<file path="config.mk">
export PLATFORM = sky130hd
export DESIGN_NAME = acvog_top
export DESIGN_NICKNAME = d
export VERILOG_FILES = /design/src/logic/acvog_pkg.sv /design/src/logic/acvog_sync_if.sv /design/src/logic/acvog_top.sv /design/src/logic/acvog_sync.sv
export SDC_FILE = /design/constraint.sdc
export NUM_CORES = 1
export LEC_CHECK = 0
export ABC_AREA = 1
export BUFFER_PORTS_ARGS = -buffer_cell sky130_fd_sc_hd__buf_4
export CAP_MARGIN = 20
export CORE_MARGIN = 2
export CORE_UTILIZATION = 30
export DETAILED_ROUTE_END_ITERATION = 10
export SETUP_SLACK_MARGIN = 0.3
export SYNTH_ARGS = -nofsm -noshare
export SYNTH_HDL_FRONTEND = slang
export SYNTH_SLANG_ARGS = --single-unit
</file>
<file path="constraint.sdc">
create_clock -name clk_sys_i -period 1.35 [get_ports clk_sys_i]
set_input_delay 0.135 -clock clk_sys_i [delete_from_list [all_inputs] [get_ports clk_sys_i]]
set_output_delay 0.135 -clock clk_sys_i [all_outputs]
set_load 0.02 [all_outputs]
</file>
<file path="src/logic/acvog_pkg.sv">
package acvog_pkg;

    // Retraction setting codes
    localparam logic [1:0] RETRACT_OFF = 2'h0;
    localparam logic [1:0] RETRACT_MAINTAINED = 2'h1;
    localparam logic [1:0] RETRACT_MOMENTARY = 2'h2;

    // Values after reset
    localparam logic RST_RELAY = 1'h0;
    localparam logic RST_VALVE = 1'h0;
    localparam logic RST_RETRACT = 1'h0;
    localparam logic RST_INIT_PREV = 1'h1;
    localparam logic RST_RETRACT_PREV = 1'h0;
    localparam logic RST_SEQ_ACTIVE = 1'h0;
    localparam logic [7:0] RST_SYNC = 8'h00;

    // Lane of each pin in the synchroniser word
    localparam int LANE_INIT_A = 1;
    localparam int LANE_INIT_B = 2;
    localparam int LANE_ESTOP = 3;
    localparam int LANE_CTRL_C = 4;
    localparam int LANE_RETRACT = 5;
    localparam int LANE_BYPASS = 6;

    // Synchroniser depth for pin inputs
    localparam int SYNC_STAGES = 3;

endpackage

</file>
<file path="src/logic/acvog_sync_if.sv">
interface acvog_sync_if;
    logic [7:0] raw;
    logic [7:0] clean;
    modport sync (input raw, output clean);
    modport user (output raw, input clean);
endinterface

</file>
<file path="src/logic/acvog_top.sv">
// Operation
// Valves off until an initiation is seen
// Jumper chooses relay gating for valve c
// Bypass lets valve c run without initiation
// Valve c mirrors its control input level
// Present DC valve 3 state for linking
// Integrator may feed control from programmable output
// Maintained retraction: output follows input level
// Momentary retraction: toggle per input pulse
// Beat operation overrides retraction setting
// Initiation starts sequence, energises safety relay
// Emergency stop kills outputs; needs fresh initiation (prog_output_a_o keeps following retraction)
// Retraction off holds output inactive
// Register control inputs before use
module acvog_top (
    // Clock and reset
    input wire logic clk_sys_i,
    input wire logic rst_i,
    // Operator switches (pins)
    input wire logic initiate_switch_a_i,
    input wire logic initiate_switch_b_i,
    input wire logic emergency_stop_closed_i,
    // Sequencer valve requests and sequence end
    input wire logic valve_a_req_i,
    input wire logic valve_b_req_i,
    input wire logic dc_valve_c_req_i,
    input wire logic sequence_done_i,
    // Valve c control and jumper (pins)
    input wire logic valve_c_control_in_i,
    input wire logic relay_path_bypass_i,
    // Retraction
    input wire logic [1:0] retract_mode_i,
    input wire logic beat_style_operation_i,
    input wire logic prog_input_e_i,
    // Outputs
    output logic valve_safety_relay_o,
    output logic ac_valve_out_a_o,
    output logic ac_valve_out_b_o,
    output logic ac_valve_out_c_o,
    output logic timer_valve_c_state_out_o,
    output logic prog_output_a_o,
    output logic sequence_active_o
);

    // ------------------------------------------------------------
    // Input synchronisation
    // ------------------------------------------------------------
    acvog_sync_if sync_bus ();

    // Order must match the lane numbers; lanes 0 and 7 are spare
    assign sync_bus.raw = {
        1'h0,
        relay_path_bypass_i,
        prog_input_e_i,
        valve_c_control_in_i,
        emergency_stop_closed_i,
        initiate_switch_b_i,
        initiate_switch_a_i,
        1'h0
    };

    acvog_sync u_sync (
        .clk_sys_i(clk_sys_i),
        .rst_i(rst_i),
        .pins(sync_bus.sync)
    );

    logic init_a;
    logic init_b;
    logic estop_ok;
    logic ctrl_c;
    logic retract_in;
    logic bypass;
    assign init_a = sync_bus.clean[acvog_pkg::LANE_INIT_A];
    assign init_b = sync_bus.clean[acvog_pkg::LANE_INIT_B];
    assign estop_ok = sync_bus.clean[acvog_pkg::LANE_ESTOP];
    assign ctrl_c = sync_bus.clean[acvog_pkg::LANE_CTRL_C];
    assign retract_in = sync_bus.clean[acvog_pkg::LANE_RETRACT];
    assign bypass = sync_bus.clean[acvog_pkg::LANE_BYPASS];

    // ------------------------------------------------------------
    // Helpers
    // ------------------------------------------------------------
    // Both edge detectors use it, so the polarity is written once
    function automatic logic acvog_rise(input logic now_level, input logic last_level);
        return now_level & ~last_level;
    endfunction

    // ------------------------------------------------------------
    // Sequence and safety relay
    // ------------------------------------------------------------
    typedef enum logic [1:0] {
        ACVOG_IDLE = 2'b01,
        ACVOG_RUN = 2'b10
    } acvog_state_e;

    acvog_state_e state;
    acvog_state_e next_state;
    logic init_prev;
    logic init_now;
    logic init_rise;

    // Either pedal starts a weld; both share one relay
    assign init_now = init_a | init_b;
    assign init_rise = acvog_rise(init_now, init_prev);

    // A held switch through an e-stop release must not restart: edge only
    always_comb begin
        next_state = state;
        unique case (state)
            ACVOG_IDLE: begin
                if (estop_ok && init_rise) begin
                    next_state = ACVOG_RUN;
                end
            end
            // A pedal still down holds the sequence past its end
            ACVOG_RUN: begin
                if (!estop_ok) begin
                    next_state = ACVOG_IDLE;
                end else if (sequence_done_i && !init_now) begin
                    next_state = ACVOG_IDLE;
                end
            end
            default: next_state = ACVOG_IDLE;
        endcase
    end

    always_ff @(posedge clk_sys_i or posedge rst_i) begin
        if (rst_i) begin
            state <= ACVOG_IDLE;
            // Seen as pressed, but the synchroniser resets low, so a pedal held through reset still gives a rising edge
            init_prev <= acvog_pkg::RST_INIT_PREV;
        end else begin
            state <= next_state;
            init_prev <= init_now;
        end
    end

    // ------------------------------------------------------------
    // Retraction
    // ------------------------------------------------------------
    logic retract_prev;
    logic retract_out;
    logic next_retract_out;

    always_comb begin
        next_retract_out = retract_out;
        // Beat mode owns the valve, so the retraction setting is ignored
        if (beat_style_operation_i) begin
            next_retract_out = acvog_pkg::RST_RETRACT;
        end else begin
            unique case (retract_mode_i)
                acvog_pkg::RETRACT_MAINTAINED: next_retract_out = retract_in;
                acvog_pkg::RETRACT_MOMENTARY: begin
                    if (acvog_rise(retract_in, retract_prev)) begin
                        next_retract_out = ~retract_out;
                    end
                end
                // Off, and the reserved code, park the output
                default: next_retract_out = acvog_pkg::RST_RETRACT;
            endcase
        end
    end

    always_ff @(posedge clk_sys_i or posedge rst_i) begin
        if (rst_i) begin
            retract_prev <= acvog_pkg::RST_RETRACT_PREV;
            retract_out <= acvog_pkg::RST_RETRACT;
        end else begin
            retract_prev <= retract_in;
            retract_out <= next_retract_out;
        end
    end

    // ------------------------------------------------------------
    // Valve outputs
    // ------------------------------------------------------------
    logic relay_on;
    logic next_relay;
    logic next_a;
    logic next_b;
    logic next_c;
    logic next_dc_c;
    logic next_seq_active;

    always_comb begin
        relay_on = (state == ACVOG_RUN) && estop_ok;
        next_relay = relay_on;
        next_a = relay_on & valve_a_req_i;
        next_b = relay_on & valve_b_req_i;
        next_dc_c = relay_on & dc_valve_c_req_i;
        next_seq_active = (next_state == ACVOG_RUN);
        // Bypass has no initiation interlock: a hazard the installer owns
        // E-stop still gates valve c, so the bypass path stops as well
        next_c = ctrl_c & estop_ok & (bypass | relay_on);
    end

    // ------------------------------------------------------------
    // Output registers
    // ------------------------------------------------------------
    // Every pin leaves a flop, so no decode glitch reaches a valve
    always_ff @(posedge clk_sys_i or posedge rst_i) begin
        if (rst_i) begin
            valve_safety_relay_o <= acvog_pkg::RST_RELAY;
            ac_valve_out_a_o <= acvog_pkg::RST_VALVE;
            ac_valve_out_b_o <= acvog_pkg::RST_VALVE;
            ac_valve_out_c_o <= acvog_pkg::RST_VALVE;
            timer_valve_c_state_out_o <= acvog_pkg::RST_VALVE;
            prog_output_a_o <= acvog_pkg::RST_RETRACT;
            sequence_active_o <= acvog_pkg::RST_SEQ_ACTIVE;
        end else begin
            valve_safety_relay_o <= next_relay;
            ac_valve_out_a_o <= next_a;
            ac_valve_out_b_o <= next_b;
            ac_valve_out_c_o <= next_c;
            timer_valve_c_state_out_o <= next_dc_c;
            prog_output_a_o <= retract_out;
            sequence_active_o <= next_seq_active;
        end
    end

endmodule

</file>
<file path="src/logic/acvog_sync.sv">
module acvog_sync (
    // Clock and reset
    input wire logic clk_sys_i,
    input wire logic rst_i,
    // Pin group
    acvog_sync_if.sync pins
);

    logic [7:0] stage1;
    logic [7:0] stage2;
    logic [7:0] stage3;
    logic [7:0] held;
    logic [7:0] next_held;

    // A change counts only once the second and third stages agree
    always_comb begin
        for (int i = 0; i < 8; i++) begin
            next_held[i] = (stage2[i] == stage3[i]) ? stage3[i] : held[i];
        end
    end

    always_ff @(posedge clk_sys_i or posedge rst_i) begin
        if (rst_i) begin
            stage1 <= acvog_pkg::RST_SYNC;
            stage2 <= acvog_pkg::RST_SYNC;
            stage3 <= acvog_pkg::RST_SYNC;
            held <= acvog_pkg::RST_SYNC;
        end else begin
            stage1 <= pins.raw;
            stage2 <= stage1;
            stage3 <= stage2;
            held <= next_held;
        end
    end

    assign pins.clean = held;

endmodule

</file>
==> results.yml, run 1 <==
timing:
  setup_viol: 0
  slew_viol_final: 0
  period_needed_ps: 1214
  grt_setup_unrepaired: "yes"
  hold_viol_final: 0
  tightest_slew_ps: 432.9
  post-route-period-util: 0.8992
  max_slew_margin: 0.7114
  skew_ps: 8.861
  worst_hold_slack_ps: 64.11
  tns_ps: 0
  max_freq_ghz: 0.8238
yosys:
  ys_ff_latch: 36
  synth.distinct_cells: 16
  synth_most_common_cell: "dfrtp_1"
  syn_area_um2: 1216
  avgSynthCellArea_um2: 13.36
  ys_seq_area_frac: 0.7428
  synthCells: 91
  async_flop_share: 1.000
  netlist.area_leader.share: 0.6996
  synth_top_area_cell: "dfrtp_1"
  synthFlopType: "dfrtp_1"
  synth_nets: 110
  synthTopCellsByArea: "dfrtp_1, maj3_1, dfstp_2, inv_1, ha_1"
  synth_edf_count: 0
  synth_commonest_cells: "dfrtp_1, inv_1, nand2_1, nor2_1, maj3_1"
  yosysWarningCount: 0
global_routing:
  grt_overflow: 0
  grt_pass1_vias: 782
  track_usage: 0.1043
  antenna_found_initial: 0
  grt_max_degree: 37
  grt_pass1_wl_um: 3367
cts:
  cts_num_sinks: 36
  cts_buffer_depth: 2
  clk_pin_slew_ps: 70
  cts_buffers: 5
  root_buffer: "clkbuf_8"
  cts_tree: "built"
  cts_max_level: 2
  clk_latency_ps: 280
route:
  route.met2.wl_um: 1000
  firstDrtPassIters: 4
  wirelength_um: 1909
  final_antenna_net_count: 0
  vias_per_cell: 4.061
  vias: 731
  wl_met1_um: 798
  drc: 0
  drtIter0Drc: 24
  wl_met3_um: 95
  top_layer: "met4"
  wl_per_cell_um: 10.61
floorplanning:
  die_h_um: 67.67
  ioPinCount: 22
  core_area_um2: 3943
  die_w_um: 67.67
  initial_core_util: 0.3085
  die_area_um2: 4579
  rows: 23
job:
  max_cap_viol_count: 0
setup_path:
  end_kind: "register"
  worstPathMaxFanout: 4
  startpoint_type: "register"
  critPathKind: "register to register"
  cp.required_ps: 1510
  critPathArrivalTime_ps: 1380
power_and_ir_drop:
  total_power_mw: 2.329
  p_leak_nw: 0.8200
  vdd_drop_max_uv: 794.9
  powerDensity_nw_per_um2: 1420
placed_design:
  portBuffers: 21
  dpl-instance-area_um2: 1461
  place_congestion: 0.7255
  place_hpwl_um: 1238
final_layout:
  fillers: 360
  drive_gt1_frac: 0.3538
  nets: 149
  antennaDiodeCount: 0
  postLayoutCellArea_um2: 1640
  area_delta_synth_final_pct: 34.88
hold_path:
  min_path_type: "input pin to register"
outcome:
  status: "finished clean"
-- worst max-delay path, cell delays in order (launching register included) --
cell and delay (ps):
dfstp_2 560, inv_2 50, ha_4 160, nand3_2 80
a21oi_2 40, a21oi_2 140, nor2_1 70
-- worst paths after layout --
path	start	end	slack, ps	depth (start not counted)
setup / recovery	state[0]$_DFF_PP1_	state[1]$_DFF_PP0_	140	6
hold / removal	valve_a_req_i	ac_valve_out_a_o$_DFF_PP0_	60	3
setup reg to reg	state[0]$_DFF_PP1_	state[1]$_DFF_PP0_	140	6
hold reg to reg	u_sync.stage1[2]$_DFF_PP0_	u_sync.stage2[2]$_DFF_PP0_	350	0
max in group asynchronous	rst_i	init_prev$_DFF_PP1_	510	4
min in group asynchronous	rst_i	u_sync.stage3[4]$_DFF_PP0_	500	4
-- flip-flops by register name, summed over array words and instances, names as in the netlist --
signal                     cells
prog_output_a_o                1
init_prev                      1
ac_valve_out_b_o               1
u_sync.pins.clean              6
retract_out                    1
u_sync.stage1                  6
sequence_active_o              1
valve_safety_relay_o           1
ac_valve_out_a_o               1
u_sync.stage3                  6
retract_prev                   1
state                          2
timer_valve_c_state_out_o      1
ac_valve_out_c_o               1
u_sync.stage2                  6
-- stage by stage --
| step | std cells | worst slack, ps | utilization |
|---|---|---|---|
| global route | 180 | 99.47 | 0.4161 |
| floorplan | 91 | 165.4 | - |
| detailed placement | 163 | 80.11 | 0.3707 |
| finish | 180 | 136.1 | 0.4161 |
| CTS | 179 | 159.7 | 0.4138 |
| global placement | 163 | 144.9 | 0.3707 |
-- timing repair --
action / CTS / global route
hold buffers: 7 / 0
endpoints found under the hold margin: 40 / 0
endpoints found under the setup margin: 8 / 8
pin swaps: 1 / 1
gates resized for setup: 2 / 1
buffers inserted: 2 / 1
-- kinds of logic after synthesis --
kind of cell / count (synthesis) / synth area share
AOI/OAI and AO/OA: 6 / 0.03190
adders and majority gates: 10 / 0.09054
buffers and inverters: 16 / 0.04938
DFF: 36 / 0.7428
and+or+nand+nor: 23 / 0.08539
-- final cells by class --
class                      instances  area (µm²)  area share
sequential                        36       904.6      0.5515
multi-input combinational         39       277.8      0.1693
timing repair buffer              32       257.7      0.1571
clock buffer                       6       72.57     0.04424
tap                               50       62.56     0.03814
inverter                          16       60.06     0.03661
clock inverter                     1       5.005    0.003051
-- routing by layer --
metal / track usage / up-vias
met5: 0 / -
met1: 0.1052 / 361
li1: - / 354
met4: 0.05357 / 0
met2: 0.1801 / 14
met3: 0.04667 / 2
-- cells in the final DEF (no fill, tap or decap), drive strengths merged --
cell type / n
dlygate4sd3: 7
nor2: 9
clkinv: 2
maj3: 6
clkbuf: 6
inv: 15
ha: 4
a31o: 1
o211a: 1
dfrtp: 34
nand3: 2
nand2: 12
buf: 25
dfstp: 2
a21oi: 4
-- power by group --
group / total [mW] / internal, mW / switching (mW)
registers: 1.24 / 1.18 / 0.0623
logic: 0.394 / 0.192 / 0.202
clock network: 0.690 / 0.350 / 0.340
total: 2.33 / 1.72 / 0.604
Note: power is estimated with default switching activity, not from simulation.
==> run 2, diff against run 1 <==
Settings changed: CELL_PAD_IN_SITES_DETAIL_PLACEMENT from default to 1, CELL_PAD_IN_SITES_GLOBAL_PLACEMENT from default to 1, PLACE_DENSITY_LB_ADDON from default to 0.1.
==> run 2 against run 1 <==
  * Highest routed layer unchanged
  * Critical path type unchanged
  * Worst hold slack improved by 6.8 ps
  * Register-to-register slack improved by 50 ps
  * Core utilization rose by 1.4 points
  * Critical endpoint unchanged
  * Die area did not move
==> results.yml, run 2 (synthesis gave the netlist of run 1 again) <==
power_and_ir_drop:
  vdd_drop_max_uv: 719.9
  powerDensity_nw_per_um2: 1568
  p_leak_nw: 0.8455
  total_power_mw: 2.658
global_routing:
  grt_pass1_wl_um: 3346
  antenna_found_initial: 0
  grt_pass1_vias: 789
  grt_max_degree: 37
  grt_overflow: 0
  track_usage: 0.1076
setup_path:
  critPathArrivalTime_ps: 1340
  worstPathMaxFanout: 4
  startpoint_type: "register"
  cp.required_ps: 1530
  end_kind: "register"
  worstRegToRegCells: 6
  critPathKind: "register to register"
final_layout:
  antennaDiodeCount: 0
  layout_commonest_cell: "dfrtp_1"
  drive_gt1_frac: 0.3615
  final_cell_mix: "dfrtp_1, buf_4, inv_1, nand2_1"
  fin_util: 0.4300
  area_delta_synth_final_pct: 39.40
  stdcell_count: 180
  nets: 148
floorplanning:
  initial_core_util: 0.3085
  ioPinCount: 22
  die_h_um: 67.67
  die_w_um: 67.67
  core_area_um2: 3943
  rows: 23
  die_area_um2: 4579
placed_design:
  place_congestion: 0.8875
  dp.cells: 163
  place_hpwl_um: 1348
  portBuffers: 21
route:
  firstDrtPassIters: 3
  drc: 0
  wl_per_cell_um: 10.74
  vias_per_cell: 4.100
  vias: 738
  final_antenna_net_count: 0
  wirelength_um: 1933
  drtIter0Drc: 13
timing:
  period_needed_ps: 1168
  slew_viol_final: 0
  tightest_slew_ps: 217.5
  setup_viol: 0
  skew_ps: 1.715
  post-route-period-util: 0.8649
  tns_ps: 0
  max_freq_ghz: 0.8565
  grt_setup_unrepaired: "yes"
  hold_viol_final: 0
  max_slew_margin: 0.8550
cts:
  clk_latency_ps: 280
  cts_tree: "built"
  clk_pin_slew_ps: 70
  cts_buffer_depth: 2
  cts_buffers: 5
  root_buffer: "clkbuf_8"
  cts_max_level: 2
  cts_num_sinks: 36
hold_path:
  min_path_type: "input pin to register"
  min_path_cells: 3
outcome:
  status: "finished clean"
job:
  max_cap_viol_count: 0
run 2: cell count changes in the layout (fill, tap and decap cells not counted), sizes merged:
cell,change
bufinv,+1
clkinv,-1
buf,-1
clkbuf,+1
run 2: per-stage QoR:
stage	cell area [µm²]	hold WS (ps)	setup slack, ps
after floorplan	1234	166.4	165.4
after global placement	1474	203.7	131.3
after detailed placement	1474	222.7	98.00
after CTS	1693	58.27	181.2
after global routing	1695	65.29	127.7
final	1695	70.87	182.4
run 2: final cells by class:
class	count	area (µm²)
Inverter	16	60.06
Timing Repair Buffer	31	262.8
Sequential cell	36	903.4
Tap cell	50	62.56
Clock buffer	7	96.34
Multi-Input combinational cell	39	280.3
Fill cell	406	2247
Clock inverter	1	30.03
run 2: repair_timing:
action / in CTS / in global routing
gates resized for setup: 2 / 1
hold buffers: 7 / 0
hold endpoints to repair: 40 / 0
pin swaps: 1 / 0
setup endpoints to repair: 8 / 8
setup buffers: 2 / 0
run 2: power breakdown:
group,switching (mW),internal (mW)
sequential,0.0545,1.18
clock,0.364,0.651
combinational,0.208,0.199
run 2: worst max-delay path, cell delays in order (launching register included):
cell and delay (ps):
dfstp_2 550, inv_2 40, ha_4 170, nand3_2 70, a21oi_2 40, a21oi_2 140, nor2_1 50
run 2: metal layers:
metal / up-vias / GRT usage / wire (µm)
met2: 21 / 0.1593 / 913
met3: 4 / 0.05667 / 149
met1: 358 / 0.1187 / 833
li1: 355 / - / -
met5: - / 0 / 0
met4: 0 / 0.07398 / 37
run 2: path summary, 6_finish.rpt:
| kind | startpoint | endpoint | slack (ps) |
|---|---|---|---|
| worst min-delay path | dc_valve_c_req_i | timer_valve_c_state_out_o$_DFF_PP0_ | 70 |
| max in group asynchronous | rst_i | init_prev$_DFF_PP1_ | 640 |
| min in group asynchronous | rst_i | u_sync.stage1[3]$_DFF_PP0_ | 460 |
| worst max-delay path | state[0]$_DFF_PP1_ | state[1]$_DFF_PP0_ | 180 |
| worst max register to register | state[0]$_DFF_PP1_ | state[1]$_DFF_PP0_ | 180 |
| worst min register to register | u_sync.stage1[6]$_DFF_PP0_ | u_sync.stage2[6]$_DFF_PP0_ | 350 |
